[src/design/ssc_pkg.sv]
// Contract
// - Sweep mode takes three logic inputs: start, stop and hold/resume.
// - Sweep mode: start falling edge restarts the sweep from its beginning.
// - Sweep start is ORed with the external trigger input.
// - Sweep mode: stop falling edge stops the running sweep.
// - Sweep hold falling edge pauses; another falling edge resumes from paused point.
// - Sequence mode takes four inputs: start/state branch, stop, hold/resume, event branch.
// - A setting selects start or state branch for the shared sequence input.
// - Start selected: falling edge starts sequence from beginning, ORed with trigger.
// - State branch selected: input low at step end jumps to branch target.
// - Sequence mode: stop falling edge stops the sequence.
// - Sequence mode: hold falling edge pauses a running sequence.
// - Paused sequence resumes from paused point on hold rising edge.
// - Sequence mode: event branch falling edge jumps at once to target step.
// - Sequence mode drives the per-step 4-bit code while that step is active.
// - Step code bit zero is least significant, bit three most significant.
package ssc_pkg;

	// ----------------------------------------------------------------
	// Register map
	// ----------------------------------------------------------------
	localparam logic [7:0] SSC_CTRL_OFS   = 8'h00;
	localparam logic [7:0] SSC_STAT_OFS   = 8'h04;
	localparam logic [7:0] SSC_SWLEN_OFS  = 8'h08;
	localparam logic [7:0] SSC_SQLAST_OFS = 8'h0c;
	localparam logic [7:0] SSC_STEP_OFS   = 8'h40;

	localparam int SSC_NSTEP = 16;
	localparam int SSC_SW_W  = 16;

	// ----------------------------------------------------------------
	// Pin indices and idle level
	// ----------------------------------------------------------------
	localparam int   SSC_PIN_START = 0;
	localparam int   SSC_PIN_STOP  = 1;
	localparam int   SSC_PIN_HOLD  = 2;
	localparam int   SSC_PIN_EVBR  = 3;
	localparam int   SSC_PIN_TRIG  = 4;
	localparam int   SSC_NPIN      = 5;
	localparam logic SSC_PIN_IDLE  = 1'b1;

	// ----------------------------------------------------------------
	// Field layouts
	// ----------------------------------------------------------------
	typedef struct packed {
		logic trig_en;
		logic br_sel;
		logic in_en;
		logic seq_mode;
	} ssc_ctrl_t;

	typedef struct packed {
		logic [3:0]  evt_tgt;
		logic [3:0]  st_tgt;
		logic [3:0]  code;
		logic [15:0] dur;
	} ssc_step_t;

	typedef enum logic [1:0] {
		SSC_IDLE = 2'b00,
		SSC_RUN  = 2'b01,
		SSC_HOLD = 2'b10
	} ssc_run_t;

	typedef struct packed {
		logic [15:0] pos;
		logic [3:0]  rsv;
		logic [3:0]  code;
		logic [3:0]  step;
		ssc_run_t    seq;
		ssc_run_t    swp;
	} ssc_stat_t;

	// ----------------------------------------------------------------
	// Reset values
	// ----------------------------------------------------------------
	localparam ssc_ctrl_t   SSC_CTRL_RST   = 4'h0;
	localparam logic [15:0] SSC_SWLEN_RST  = 16'h03e7;
	localparam logic [3:0]  SSC_SQLAST_RST = 4'h0;
	localparam ssc_step_t   SSC_STEP_RST   = 28'h0000000;

endpackage

[src/design/ssc_pin_sync.sv]
`timescale 1ns/100ps
module ssc_pin_sync import ssc_pkg::*; (
	input  logic clk_i,
	input  logic rst_i,
	input  logic pin_i,
	output logic lvl_o,
	output logic fall_o,
	output logic rise_o
);
	logic s1_q, s1_d, s2_q, s2_d, s3_q, s3_d;
	logic lvl_q, lvl_d, fall_q, fall_d, rise_q, rise_d;

	// ----------------------------------------------------------------
	// Three-stage sync, level taken once stages two and three agree
	// ----------------------------------------------------------------
	always_comb begin
		s1_d   = pin_i;
		s2_d   = s1_q;
		s3_d   = s2_q;
		lvl_d  = (s2_q == s3_q) ? s3_q : lvl_q;
		fall_d = lvl_q & ~lvl_d;
		rise_d = ~lvl_q & lvl_d;
	end

	always_ff @(posedge clk_i) begin
		if (rst_i) begin
			s1_q   <= SSC_PIN_IDLE;
			s2_q   <= SSC_PIN_IDLE;
			s3_q   <= SSC_PIN_IDLE;
			lvl_q  <= SSC_PIN_IDLE;
			fall_q <= 1'b0;
			rise_q <= 1'b0;
		end else begin
			s1_q   <= s1_d;
			s2_q   <= s2_d;
			s3_q   <= s3_d;
			lvl_q  <= lvl_d;
			fall_q <= fall_d;
			rise_q <= rise_d;
		end
	end

	assign lvl_o  = lvl_q;
	assign fall_o = fall_q;
	assign rise_o = rise_q;
endmodule // ssc_pin_sync

[src/design/ssc_prog_cnt.sv]
`timescale 1ns/100ps
module ssc_prog_cnt import ssc_pkg::*; #(
	parameter int W = SSC_SW_W
) (
	input  logic         clk_i,
	input  logic         rst_i,
	input  logic         clear_i,
	input  logic         run_i,
	input  logic [W-1:0] limit_i,
	output logic [W-1:0] count_o,
	output logic         done_o
);
	logic [W-1:0] cnt_q, cnt_d;

	// Done in the cycle the count sits on the limit while run_i is high
	assign done_o = run_i & (cnt_q == limit_i);

	always_comb begin
		cnt_d = cnt_q;
		if (clear_i)
			cnt_d = '0;
		else if (run_i && !done_o)
			cnt_d = cnt_q + 1'b1;
	end

	always_ff @(posedge clk_i) begin
		if (rst_i)
			cnt_q <= '0;
		else
			cnt_q <= cnt_d;
	end

	assign count_o = cnt_q;
endmodule // ssc_prog_cnt

[src/design/ssc_top.sv]
`timescale 1ns/100ps
module ssc_top import ssc_pkg::*; (
	input  logic        clk_i,
	input  logic        rst_i,
	input  logic        wb_cyc_i,
	input  logic        wb_stb_i,
	input  logic        wb_we_i,
	input  logic [7:0]  wb_adr_i,
	input  logic [3:0]  wb_sel_i,
	input  logic [31:0] wb_dat_i,
	output logic [31:0] wb_dat_o,
	output logic        wb_ack_o,
	input  logic        start_pin_n_i,
	input  logic        stop_pin_n_i,
	input  logic        hold_pin_n_i,
	input  logic        evbr_pin_n_i,
	input  logic        trig_pin_n_i,
	output logic [3:0]  step_code_o,
	output logic [3:0]  seq_step_o,
	output logic        seq_run_o,
	output logic        sweep_run_o,
	output logic [15:0] sweep_pos_o
);

	// ----------------------------------------------------------------
	// Pin synchronisers
	// ----------------------------------------------------------------
	logic [SSC_NPIN-1:0] pins;
	logic [SSC_NPIN-1:0] lvl;
	logic [SSC_NPIN-1:0] fall;
	logic [SSC_NPIN-1:0] rise;

	assign pins = {trig_pin_n_i, evbr_pin_n_i, hold_pin_n_i, stop_pin_n_i, start_pin_n_i};

	for (genvar g = 0; g < SSC_NPIN; g++) begin : g_sync
		ssc_pin_sync u_sync (
			.clk_i  (clk_i),
			.rst_i  (rst_i),
			.pin_i  (pins[g]),
			.lvl_o  (lvl[g]),
			.fall_o (fall[g]),
			.rise_o (rise[g])
		);
	end

	// ----------------------------------------------------------------
	// Register state
	// ----------------------------------------------------------------
	ssc_ctrl_t   ctrl_q, ctrl_d;
	logic [15:0] swlen_q, swlen_d;
	logic [3:0]  sqlast_q, sqlast_d;
	ssc_step_t   step_q [SSC_NSTEP];
	ssc_step_t   step_d [SSC_NSTEP];
	logic        ack_q, ack_d;
	logic [31:0] rdat_q, rdat_d;

	ssc_run_t    swp_q, swp_d;
	ssc_run_t    seq_q, seq_d;
	logic [3:0]  idx_q, idx_d;
	logic [3:0]  code_q, code_d;

	logic        req;
	logic        wr;
	logic        step_sel;
	logic        step_we;
	logic [3:0]  step_adr;
	ssc_stat_t   stat;
	ssc_step_t   cur;

	function automatic logic [31:0] merge(input logic [31:0] old, input logic [31:0] nw, input logic [3:0] sel);
		logic [31:0] r;
		r = old;
		for (int b = 0; b < 4; b++) begin
			if (sel[b])
				r[b*8 +: 8] = nw[b*8 +: 8];
		end
		return r;
	endfunction

	// ----------------------------------------------------------------
	// Wishbone slave
	// ----------------------------------------------------------------
	assign req      = wb_cyc_i & wb_stb_i & ~ack_q;
	assign wr       = req & wb_we_i;
	assign step_sel = (wb_adr_i[7:6] == SSC_STEP_OFS[7:6]);
	assign step_we  = wr & step_sel;
	assign step_adr = wb_adr_i[5:2];

	always_comb begin
		logic [31:0] tmp;
		tmp      = 32'h00000000;
		ack_d    = req;
		ctrl_d   = ctrl_q;
		swlen_d  = swlen_q;
		sqlast_d = sqlast_q;
		for (int i = 0; i < SSC_NSTEP; i++)
			step_d[i] = step_q[i];
		if (wr) begin
			case ({wb_adr_i[7:2], 2'b00})
				SSC_CTRL_OFS: begin
					tmp    = merge({28'h0000000, ctrl_q}, wb_dat_i, wb_sel_i);
					ctrl_d = tmp[3:0];
				end
				SSC_SWLEN_OFS: begin
					tmp     = merge({16'h0000, swlen_q}, wb_dat_i, wb_sel_i);
					swlen_d = tmp[15:0];
				end
				SSC_SQLAST_OFS: begin
					tmp      = merge({28'h0000000, sqlast_q}, wb_dat_i, wb_sel_i);
					sqlast_d = tmp[3:0];
				end
				default: begin
					if (step_sel) begin
						tmp              = merge({4'h0, step_q[step_adr]}, wb_dat_i, wb_sel_i);
						step_d[step_adr] = tmp[27:0];
					end
				end
			endcase
		end
	end

	always_comb begin
		rdat_d = 32'h00000000;
		if (req && !wb_we_i) begin
			case ({wb_adr_i[7:2], 2'b00})
				SSC_CTRL_OFS:   rdat_d = {28'h0000000, ctrl_q};
				SSC_STAT_OFS:   rdat_d = stat;
				SSC_SWLEN_OFS:  rdat_d = {16'h0000, swlen_q};
				SSC_SQLAST_OFS: rdat_d = {28'h0000000, sqlast_q};
				default: begin
					if (step_sel)
						rdat_d = {4'h0, step_q[step_adr]};
				end
			endcase
		end
	end

	always_ff @(posedge clk_i) begin
		if (rst_i) begin
			ack_q    <= 1'b0;
			rdat_q   <= 32'h00000000;
			ctrl_q   <= SSC_CTRL_RST;
			swlen_q  <= SSC_SWLEN_RST;
			sqlast_q <= SSC_SQLAST_RST;
			for (int i = 0; i < SSC_NSTEP; i++)
				step_q[i] <= SSC_STEP_RST;
		end else begin
			ack_q    <= ack_d;
			rdat_q   <= rdat_d;
			ctrl_q   <= ctrl_d;
			swlen_q  <= swlen_d;
			sqlast_q <= sqlast_d;
			for (int i = 0; i < SSC_NSTEP; i++)
				step_q[i] <= step_d[i];
		end
	end

	assign wb_ack_o = ack_q;
	assign wb_dat_o = rdat_q;

	// ----------------------------------------------------------------
	// Control decode
	// ----------------------------------------------------------------
	logic sw_act, sq_act, trig_go;
	logic sw_start, sw_stop, sw_hold;
	logic sq_start, sq_stop, sq_hold, sq_resume, sq_evt, sq_low;

	assign sw_act    = ctrl_q.in_en & ~ctrl_q.seq_mode;
	assign sq_act    = ctrl_q.in_en & ctrl_q.seq_mode;
	assign trig_go   = ctrl_q.trig_en & fall[SSC_PIN_TRIG];
	assign sw_start  = (sw_act & fall[SSC_PIN_START]) | (~ctrl_q.seq_mode & trig_go);
	assign sw_stop   = sw_act & fall[SSC_PIN_STOP];
	assign sw_hold   = sw_act & fall[SSC_PIN_HOLD];
	assign sq_start  = (sq_act & ~ctrl_q.br_sel & fall[SSC_PIN_START]) | (ctrl_q.seq_mode & trig_go);
	assign sq_stop   = sq_act & fall[SSC_PIN_STOP];
	assign sq_hold   = sq_act & fall[SSC_PIN_HOLD];
	assign sq_resume = sq_act & rise[SSC_PIN_HOLD];
	assign sq_evt    = sq_act & fall[SSC_PIN_EVBR];
	assign sq_low    = sq_act & ctrl_q.br_sel & ~lvl[SSC_PIN_START];

	// ----------------------------------------------------------------
	// Sweep controller
	// ----------------------------------------------------------------
	logic swp_clr, swp_done;

	ssc_prog_cnt #(.W(SSC_SW_W)) u_swp_cnt (
		.clk_i   (clk_i),
		.rst_i   (rst_i),
		.clear_i (swp_clr),
		.run_i   (swp_q == SSC_RUN),
		.limit_i (swlen_q),
		.count_o (sweep_pos_o),
		.done_o  (swp_done)
	);

	always_comb begin
		swp_d   = swp_q;
		swp_clr = 1'b0;
		if (ctrl_q.seq_mode || sw_stop) begin
			swp_d = SSC_IDLE;
		end else if (sw_start) begin
			swp_d   = SSC_RUN;
			swp_clr = 1'b1;
		end else begin
			case (swp_q)
				SSC_RUN: begin
					if (sw_hold)
						swp_d = SSC_HOLD;
					else if (swp_done)
						swp_d = SSC_IDLE;
				end
				SSC_HOLD: begin
					if (sw_hold)
						swp_d = SSC_RUN;
				end
				default: swp_d = SSC_IDLE;
			endcase
		end
	end

	// ----------------------------------------------------------------
	// Sequence controller
	// ----------------------------------------------------------------
	logic seq_clr, seq_done;

	assign cur = step_q[idx_q];

	ssc_prog_cnt #(.W(SSC_SW_W)) u_seq_cnt (
		.clk_i   (clk_i),
		.rst_i   (rst_i),
		.clear_i (seq_clr),
		.run_i   (seq_q == SSC_RUN),
		.limit_i (cur.dur),
		.count_o (),
		.done_o  (seq_done)
	);

	always_comb begin
		seq_d   = seq_q;
		idx_d   = idx_q;
		seq_clr = 1'b0;
		if (!ctrl_q.seq_mode || sq_stop) begin
			seq_d = SSC_IDLE;
		end else if (sq_start) begin
			seq_d   = SSC_RUN;
			idx_d   = 4'h0;
			seq_clr = 1'b1;
		end else if (seq_q != SSC_IDLE && sq_evt) begin
			idx_d   = cur.evt_tgt;
			seq_clr = 1'b1;
		end else begin
			case (seq_q)
				SSC_RUN: begin
					if (sq_hold) begin
						seq_d = SSC_HOLD;
					end else if (seq_done) begin
						seq_clr = 1'b1;
						if (sq_low)
							idx_d = cur.st_tgt;
						else if (idx_q == sqlast_q)
							seq_d = SSC_IDLE;
						else
							idx_d = idx_q + 4'h1;
					end
				end
				SSC_HOLD: begin
					if (sq_resume)
						seq_d = SSC_RUN;
				end
				default: seq_d = SSC_IDLE;
			endcase
		end
	end

	// Code follows the step that will be active next cycle
	assign code_d = (seq_d != SSC_IDLE) ? step_q[idx_d].code : 4'h0;

	always_ff @(posedge clk_i) begin
		if (rst_i) begin
			swp_q  <= SSC_IDLE;
			seq_q  <= SSC_IDLE;
			idx_q  <= 4'h0;
			code_q <= 4'h0;
		end else begin
			swp_q  <= swp_d;
			seq_q  <= seq_d;
			idx_q  <= idx_d;
			code_q <= code_d;
		end
	end

	// ----------------------------------------------------------------
	// Outputs and status
	// ----------------------------------------------------------------
	assign step_code_o = code_q;
	assign seq_step_o  = idx_q;
	assign seq_run_o   = (seq_q == SSC_RUN);
	assign sweep_run_o = (swp_q == SSC_RUN);

	assign stat.pos  = sweep_pos_o;
	assign stat.rsv  = 4'h0;
	assign stat.code = code_q;
	assign stat.step = idx_q;
	assign stat.seq  = seq_q;
	assign stat.swp  = swp_q;
endmodule // ssc_top

[config.mk]
export PLATFORM = sky130hd
export DESIGN_NAME = ssc_top
export DESIGN_NICKNAME = d
export VERILOG_FILES = /design/src/design/ssc_pkg.sv /design/src/design/ssc_pin_sync.sv /design/src/design/ssc_prog_cnt.sv /design/src/design/ssc_top.sv
export SDC_FILE = /design/constraint.sdc
export NUM_CORES = 2
export LEC_CHECK = 0
export BUFFER_PORTS_ARGS = -buffer_cell sky130_fd_sc_hd__buf_4
export CAP_MARGIN = 10
export CORE_MARGIN = 8
export CORE_UTILIZATION = 35
export DETAILED_ROUTE_END_ITERATION = 8
export SYNTH_ARGS = -nofsm -noshare
export SYNTH_HDL_FRONTEND = slang
export SYNTH_SLANG_ARGS = --single-unit
export TNS_END_PERCENT = 10
[constraint.sdc]
create_clock -name clk_i -period 6.7 [get_ports clk_i]
set_input_delay 1.005 -clock clk_i [delete_from_list [all_inputs] [get_ports clk_i]]
set_output_delay 1.005 -clock clk_i [all_outputs]
set_load 0.03 [all_outputs]
# Word-level counts from Yosys, hierarchy flattened
# Memories as Yosys holds them, arrays and structs flattened. A register that Yosys moved wholly into a read port is not among the register bits.
# Cells that the tools add are included.
# word_totals
register_bits,123
ram_bits,448
in_bits,54
output_inout_bits,59
memories,1
# mem_list
name,words,word_bits,read_ports,rd_clocked_by_memory_dff,write_ports,line,source
step_q,16,28,19,2,16,ssc_top.sv:52,ssc_step_t step_q [SSC_NSTEP];
# classes
add_sub_neg,3
order_cmp,2
n_eq_ne,20
mux,79
n_bitwise,58
reduce_logical,27
# op_table
op,n
2-to-1 mux 448 bit,3
2-to-1 mux 28 bit,18
bitwise mux 448 bit,1
case mux 32 bit (4 select lines),1
demux 28 bit (select 4 bit),1
2-to-1 mux 8 bit,12
2-to-1 mux 4 bit,13
"adder 16 x 1 -> 16 bit, second input constant",2
equality test 16 bit,2
AND 1 bit,27
2-to-1 mux 2 bit,11
OR 1 bit,18
2-to-1 mux 1 bit,17
"equality test 6 x 2 -> 1 bit, second input constant",2
NOT 1 bit,12
AND reduction 3 bit,4
OR reduction 2 bit,5
case mux 2 bit (2 select lines),2
"equality test 2 x 1 -> 1 bit, second input constant",3
"equality test 6 x 1 -> 1 bit, second input constant",1
logical NOT 6 bit,1
"!= test 3 bit, second input constant",2
OR reduction 3 bit,2
equality test 1 bit,5
13 further kinds,24

# Logic depth before layout (Yosys ltp)
# logic_depth
ltp_word,13
mapped_depth,19
depth_no_buf,12

# Cells and area by module
# Synthesis repeated with hierarchy kept, for this count alone.
# unflattened
cells_unflattened,2814
hier_area_um2,28227.1
# by_module_without_submodules
module,n_inst,cells_per_inst,area_each_um2,seq_area_each_um2
ssc_top,1,2507,25308.0,10349.9
ssc_prog_cnt,2,116,1012.2,320.3
ssc_pin_sync,5,15,178.9,120.1

# Least setup slack after synthesis
# OpenSTA, ideal clock, no wires.
# synth_timing
kind,input-to-reg
start,in wb_adr_i[2]
end,mem step_q[10][1] (netlist bit)
setup_ps,137
t_arrival_ps,3951
slack_ps,2612
path_stages,8
path_cell_list,clkbuf_1 buf_1 buf_1 mux4_2 mux4_2 mux2i_1 clkbuf_1 a211oi_1
# synth_rtl
element,line,source
from (decl),ssc_top.sv:8,"input logic [7:0] wb_adr_i,"
to (decl),ssc_top.sv:52,

# Worst setup path after layout
# layout_timing
start,reg idx_q[2] (netlist: seq_step_o[2])
end,"reg code_q[0] (netlist: step_code_o[0]), read port of step_q"
# layout_between
elab_chain_len,12
# layout_lines
element,line,source
from (decl),ssc_top.sv:59,"logic [3:0] idx_q, idx_d;"
from (signal assigned),ssc_top.sv:287,idx_q <= idx_d;
equality test 4 bit,ssc_top.sv:260,else if (idx_q == sqlast_q)
2-to-1 mux 2 bit,ssc_top.sv:260,
2-to-1 mux 2 bit,ssc_top.sv:258,if (sq_low)
2-to-1 mux 2 bit,ssc_top.sv:256,end else if (seq_done) begin
2-to-1 mux 2 bit,ssc_top.sv:254,if (sq_hold) begin
case mux 2 bit (2 select lines),ssc_top.sv:252,case (seq_q)
2-to-1 mux 2 bit,ssc_top.sv:248,end else if (seq_q != SSC_IDLE && sq_evt) begin
2-to-1 mux 2 bit,ssc_top.sv:244,end else if (sq_start) begin
2-to-1 mux 2 bit,ssc_top.sv:242,if (!ctrl_q.seq_mode || sq_stop) begin
nonzero test 2 bit,ssc_top.sv:276,assign code_d = (seq_d != SSC_IDLE) ? step_q[idx_d].code : 4'h0;
NOT 1 bit (no source line),-,
OR reduction 2 bit (no source line),-,
to (decl),ssc_top.sv:60,"logic [3:0] code_q, code_d;"
# Several ways; a longest one is shown, not always the timed one.
# A chain may end at the register's enable or synchronous reset.

==> summary.md <==
| Metric | Value |
|---|---|
| Status | `completed` |
| Post-synthesis mux area share | `0.2353` |
| Largest family of logic cells by synthesized area | `multiplexers` |
| Sequential standard cell area | `11,520 um2` |
| Synth Area in Simple Gates | `0.1179` |
| Compound-Gate Fraction of Synth Area | `0.1627` |
| Register area share after synthesis | `0.4141` |
| GR Overflow Total | `0` |
| Fraction of the mapped netlist area in adder cells | `0.002701` |
| Final instance area | `31,420 um2` |
| Detailed Place HPWL | `55,600 um` |
| Post-CTS sizing | `0` |
| Post-synth EDFFs | `0` |
| # DRC | `0` |
| Setup Total Neg Slack | `0 ns` |
| Reg clk slew, reported paths | `0.06 ns` |
| Hold Path Sink | `g_sync[1].u_sync.s2_q$_SDFF_PP1_` |
| Worst stage delay on the critical path | `0.78 ns` |
| Most common cell after layout, fill and taps aside | `dfxtp_1` |
| Mean Syn Cell Area | `10.29 um2` |
| Crit. Startpoint | `seq_step_o[2]$_SDFF_PP0_` |
| Worst Tran Pin Value | `1.242 ns` |
| Max-cap viol count | `0` |
| Layout cell share with drive strength beyond 1 | `0.2074` |
| Slew margin rel. | `0.1675` |
| IO Count | `113` |
| Clock Path Buffers | `3` |
| Iter 0 DRT Violations | `1,906` |
| Clk_lat worst skew | `0.63 ns` |
| Footprint of the multi-input gates | `15,110 um2` |
| Max Clock Freq | `0.2066 GHz` |
| First-pass GRT wire length | `132,900 um` |
| Vias in the first global route | `21,490` |
| Area growth from synthesis to layout | `13.04%` |
| Cts hold-fix bufs | `0` |
| Routed wire length per instance | `23.21 um` |
| Initial antenna violation count | `2` |
| PwrDens | `230.1 nW/um2` |
| Syn Inst Count | `2,702` |
| Top cells by area in the synthesized netlist | `dfxtp_1 41%, mux4_2 18%, a211oi_1 12%, nor2_1 7.5%, mux2i_1 4.9%` |
| WP data required | `7.21 ns` |
| Height of the die | `297.8 um` |
| Final nets | `2,721` |
| Fin crit period | `4.841 ns` |
| Die width | `297.8 um` |
| Crit. End Element | `flip-flop` |
| CTS sink cnt | `575` |
| CTS buffer count | `56` |
| Arr. time, crit path | `5.35 ns` |
| Final setup viols | `0` |
| Hold Path Cell Cnt | `1` |
| Critical path cell sequence | `buf_4, and2_1, a22o_1, or3_1, nand4_1, or4_4, a21oi_4, nand3_2, a221oi_4, buf_4, mux2i_1, mux2i_1, o22ai_1, o32ai_1` |
| H-Tree Depth | `2` |
| Number of synthesis warnings | `0` |
| Slowest stage cell, crit path | `and2_1` |
| Post-Syn Area | `27,800 um2` |
| Maximum VDD drop | `0.1809 mV` |
| Post-CTS Setup Inserts | `0` |
| Most frequent cells in the layout | `572 x dfxtp_1, 548 x nor2_1, 451 x a211oi_1` |
| Vias post-DR | `22,000` |
| Final GP Congestion | `0.8616` |
| Post-Synth XOR/XNOR Area | `0.02048` |
| Vias/cell | `5.855` |
| Asr flop ratio synth | `0` |
| Netlist cell types | `73` |
| P_leak | `10.19 nW` |
| Top-area cell type share of the netlist area | `0.4141` |
| Yosys reg bits | `575` |
| RSZ-0062 raised after global routing | `no` |
| Top cell type by total area after synthesis | `dfxtp_1` |
| Tot GR Track Use | `0.1885` |
| Reg2reg start | `seq_step_o[2]$_SDFF_PP0_` |
| Die area | `88,690 um2` |
| Final setup skew | `0.01750 ns` |
| Worst R2R Setup Slack | `1.86 ns` |
| Slew Limit Fails | `0` |
| Crit path kind | `reg2reg` |
| Synth Net Count | `2,762` |
| Port Buffer Count | `106` |
| Pre-antenna DRT Iters | `5` |
| Core box area | `78,870 um2` |
| Startpoint Class | `flip-flop` |
| CTS tree | `yes` |
| Total Wirelength | `87,200 um` |
| Min-Delay Startpoint | `g_sync[1].u_sync.s1_q$_SDFF_PP1_` |
| Placed Area | `29,340 um2` |
| Initial Util | `0.3524` |
| R2R Path End | `step_code_o[0]$_SDFF_PP0_` |
| Final hold vios | `0` |
| Worst Reg-to-Reg Cells | `14` |
| Hold crit path type | `reg2reg` |
| Antenna Nets Post-Route | `0` |
| Synth Flop Type | `dfxtp_1` |
| Crit path max fanout | `38` |
| Largest net degree at the start of global routing | `223` |
| Crit share post-route | `0.7225` |
| Rows | `103` |
| Fillers | `7,600` |
| CTS root buffer | `clkbuf_16` |
## kinds of logic (layout without fill, tap and decap cells)
family                     after synthesis  after routing
buffers and inverters                  300            303
DFF                                    575            575
and+or+nand+nor                        780            780
xor gates and xnor gates                65             65
muxes                                  370            370
AOI/OAI and AO/OA                      606            606
other                                    0              2
adders and majority gates                6              6
## final cells by class
cell class,instances,share of cell area
Multi-Input combinational cell,1827,0.4810
Sequential cell,575,0.3666
Clock buffer,80,0.05296
Timing Repair Buffer,183,0.04576
Tap cell,1050,0.04181
Clock inverter,22,0.009637
Inverter,18,0.002150
Antenna cell,2,0.0001593
## power by group
group | internal (mW) | switching (mW) | leakage, nW
logic | 0.143 | 0.255 | 4.58
registers | 3.43 | 0.0180 | 4.64
clock network | 1.99 | 1.39 | 0.974
## cell usage after synthesis, types with 19 or more instances
cell type  instances
xnor2_1           35
clkbuf_1         220
dfxtp_1          575
a21oi_1           39
a211oi_1         451
nand3_1           23
nor2_1           558
mux4_2           226
buf_2             19
nand2_1           81
mux2i_1          137
buf_1             26
xor2_1            30
a22oi_1           39
## metrics by stage
step / utilization / hold WS [ns] / total power, mW / worst slack, ns / cells
2_1_floorplan: - / 0.3895 / 3.807 / 2.612 / 2702
3_3_place_gp: 0.3720 / 0.3965 / 3.907 / 1.949 / 3641
3_5_place_dp: 0.3720 / 0.3955 / 3.912 / 1.893 / 3641
4_1_cts: 0.3970 / 0.4105 / 7.272 / 1.870 / 3743
5_1_grt: 0.3983 / 0.4239 / 7.439 / 1.619 / 3756
6_report: 0.3984 / 0.4090 / 7.231 / 1.859 / 3757
## sequential cells by signal (all words and copies together), names as in the netlist, 4 cells and up
| signal | cells |
|---|---|
| ctrl_q | 4 |
| g_sync.u_sync.fall_o | 5 |
| g_sync.u_sync.lvl_o | 5 |
| g_sync.u_sync.s1_q | 5 |
| g_sync.u_sync.s2_q | 5 |
| g_sync.u_sync.s3_q | 5 |
| seq_step_o | 4 |
| sqlast_q | 4 |
| step_code_o | 4 |
| step_q | 448 |
| swlen_q | 16 |
| u_seq_cnt.count_o | 16 |
| u_swp_cnt.count_o | 16 |
| wb_dat_o | 32 |
## worst max-delay path by stage
stage / end / slack [ns]
after floorplan: step_q[10][1]$_SDFFE_PP0P_ / 2.61
after global placement: step_code_o[3]$_SDFF_PP0_ / 1.95
after detailed placement: step_code_o[1]$_SDFF_PP0_ / 1.89
after CTS: step_code_o[1]$_SDFF_PP0_ / 1.87
after global routing: step_code_o[0]$_SDFF_PP0_ / 1.62
final: step_code_o[0]$_SDFF_PP0_ / 1.86
## critical path: cells and delay by family (launching register included)
family	cells	cell delay, ns
AND/OR/NAND/NOR	5	1.83
AO/OA/AOI/OAI	5	1.24
buffers and inverters	2	0.97
multiplexers	2	0.34
flip-flops	1	0.32
## routing by layer
layer  global-route usage  vias up  part of all wire
met3              0.03227      211             0.069
met2               0.3050      850              0.46
li1                     -     9987                 -
met1               0.2422    10950              0.42
met4              0.09431        0             0.049
met5                    0        -                 0
Power figures use the tool's default switching activity.
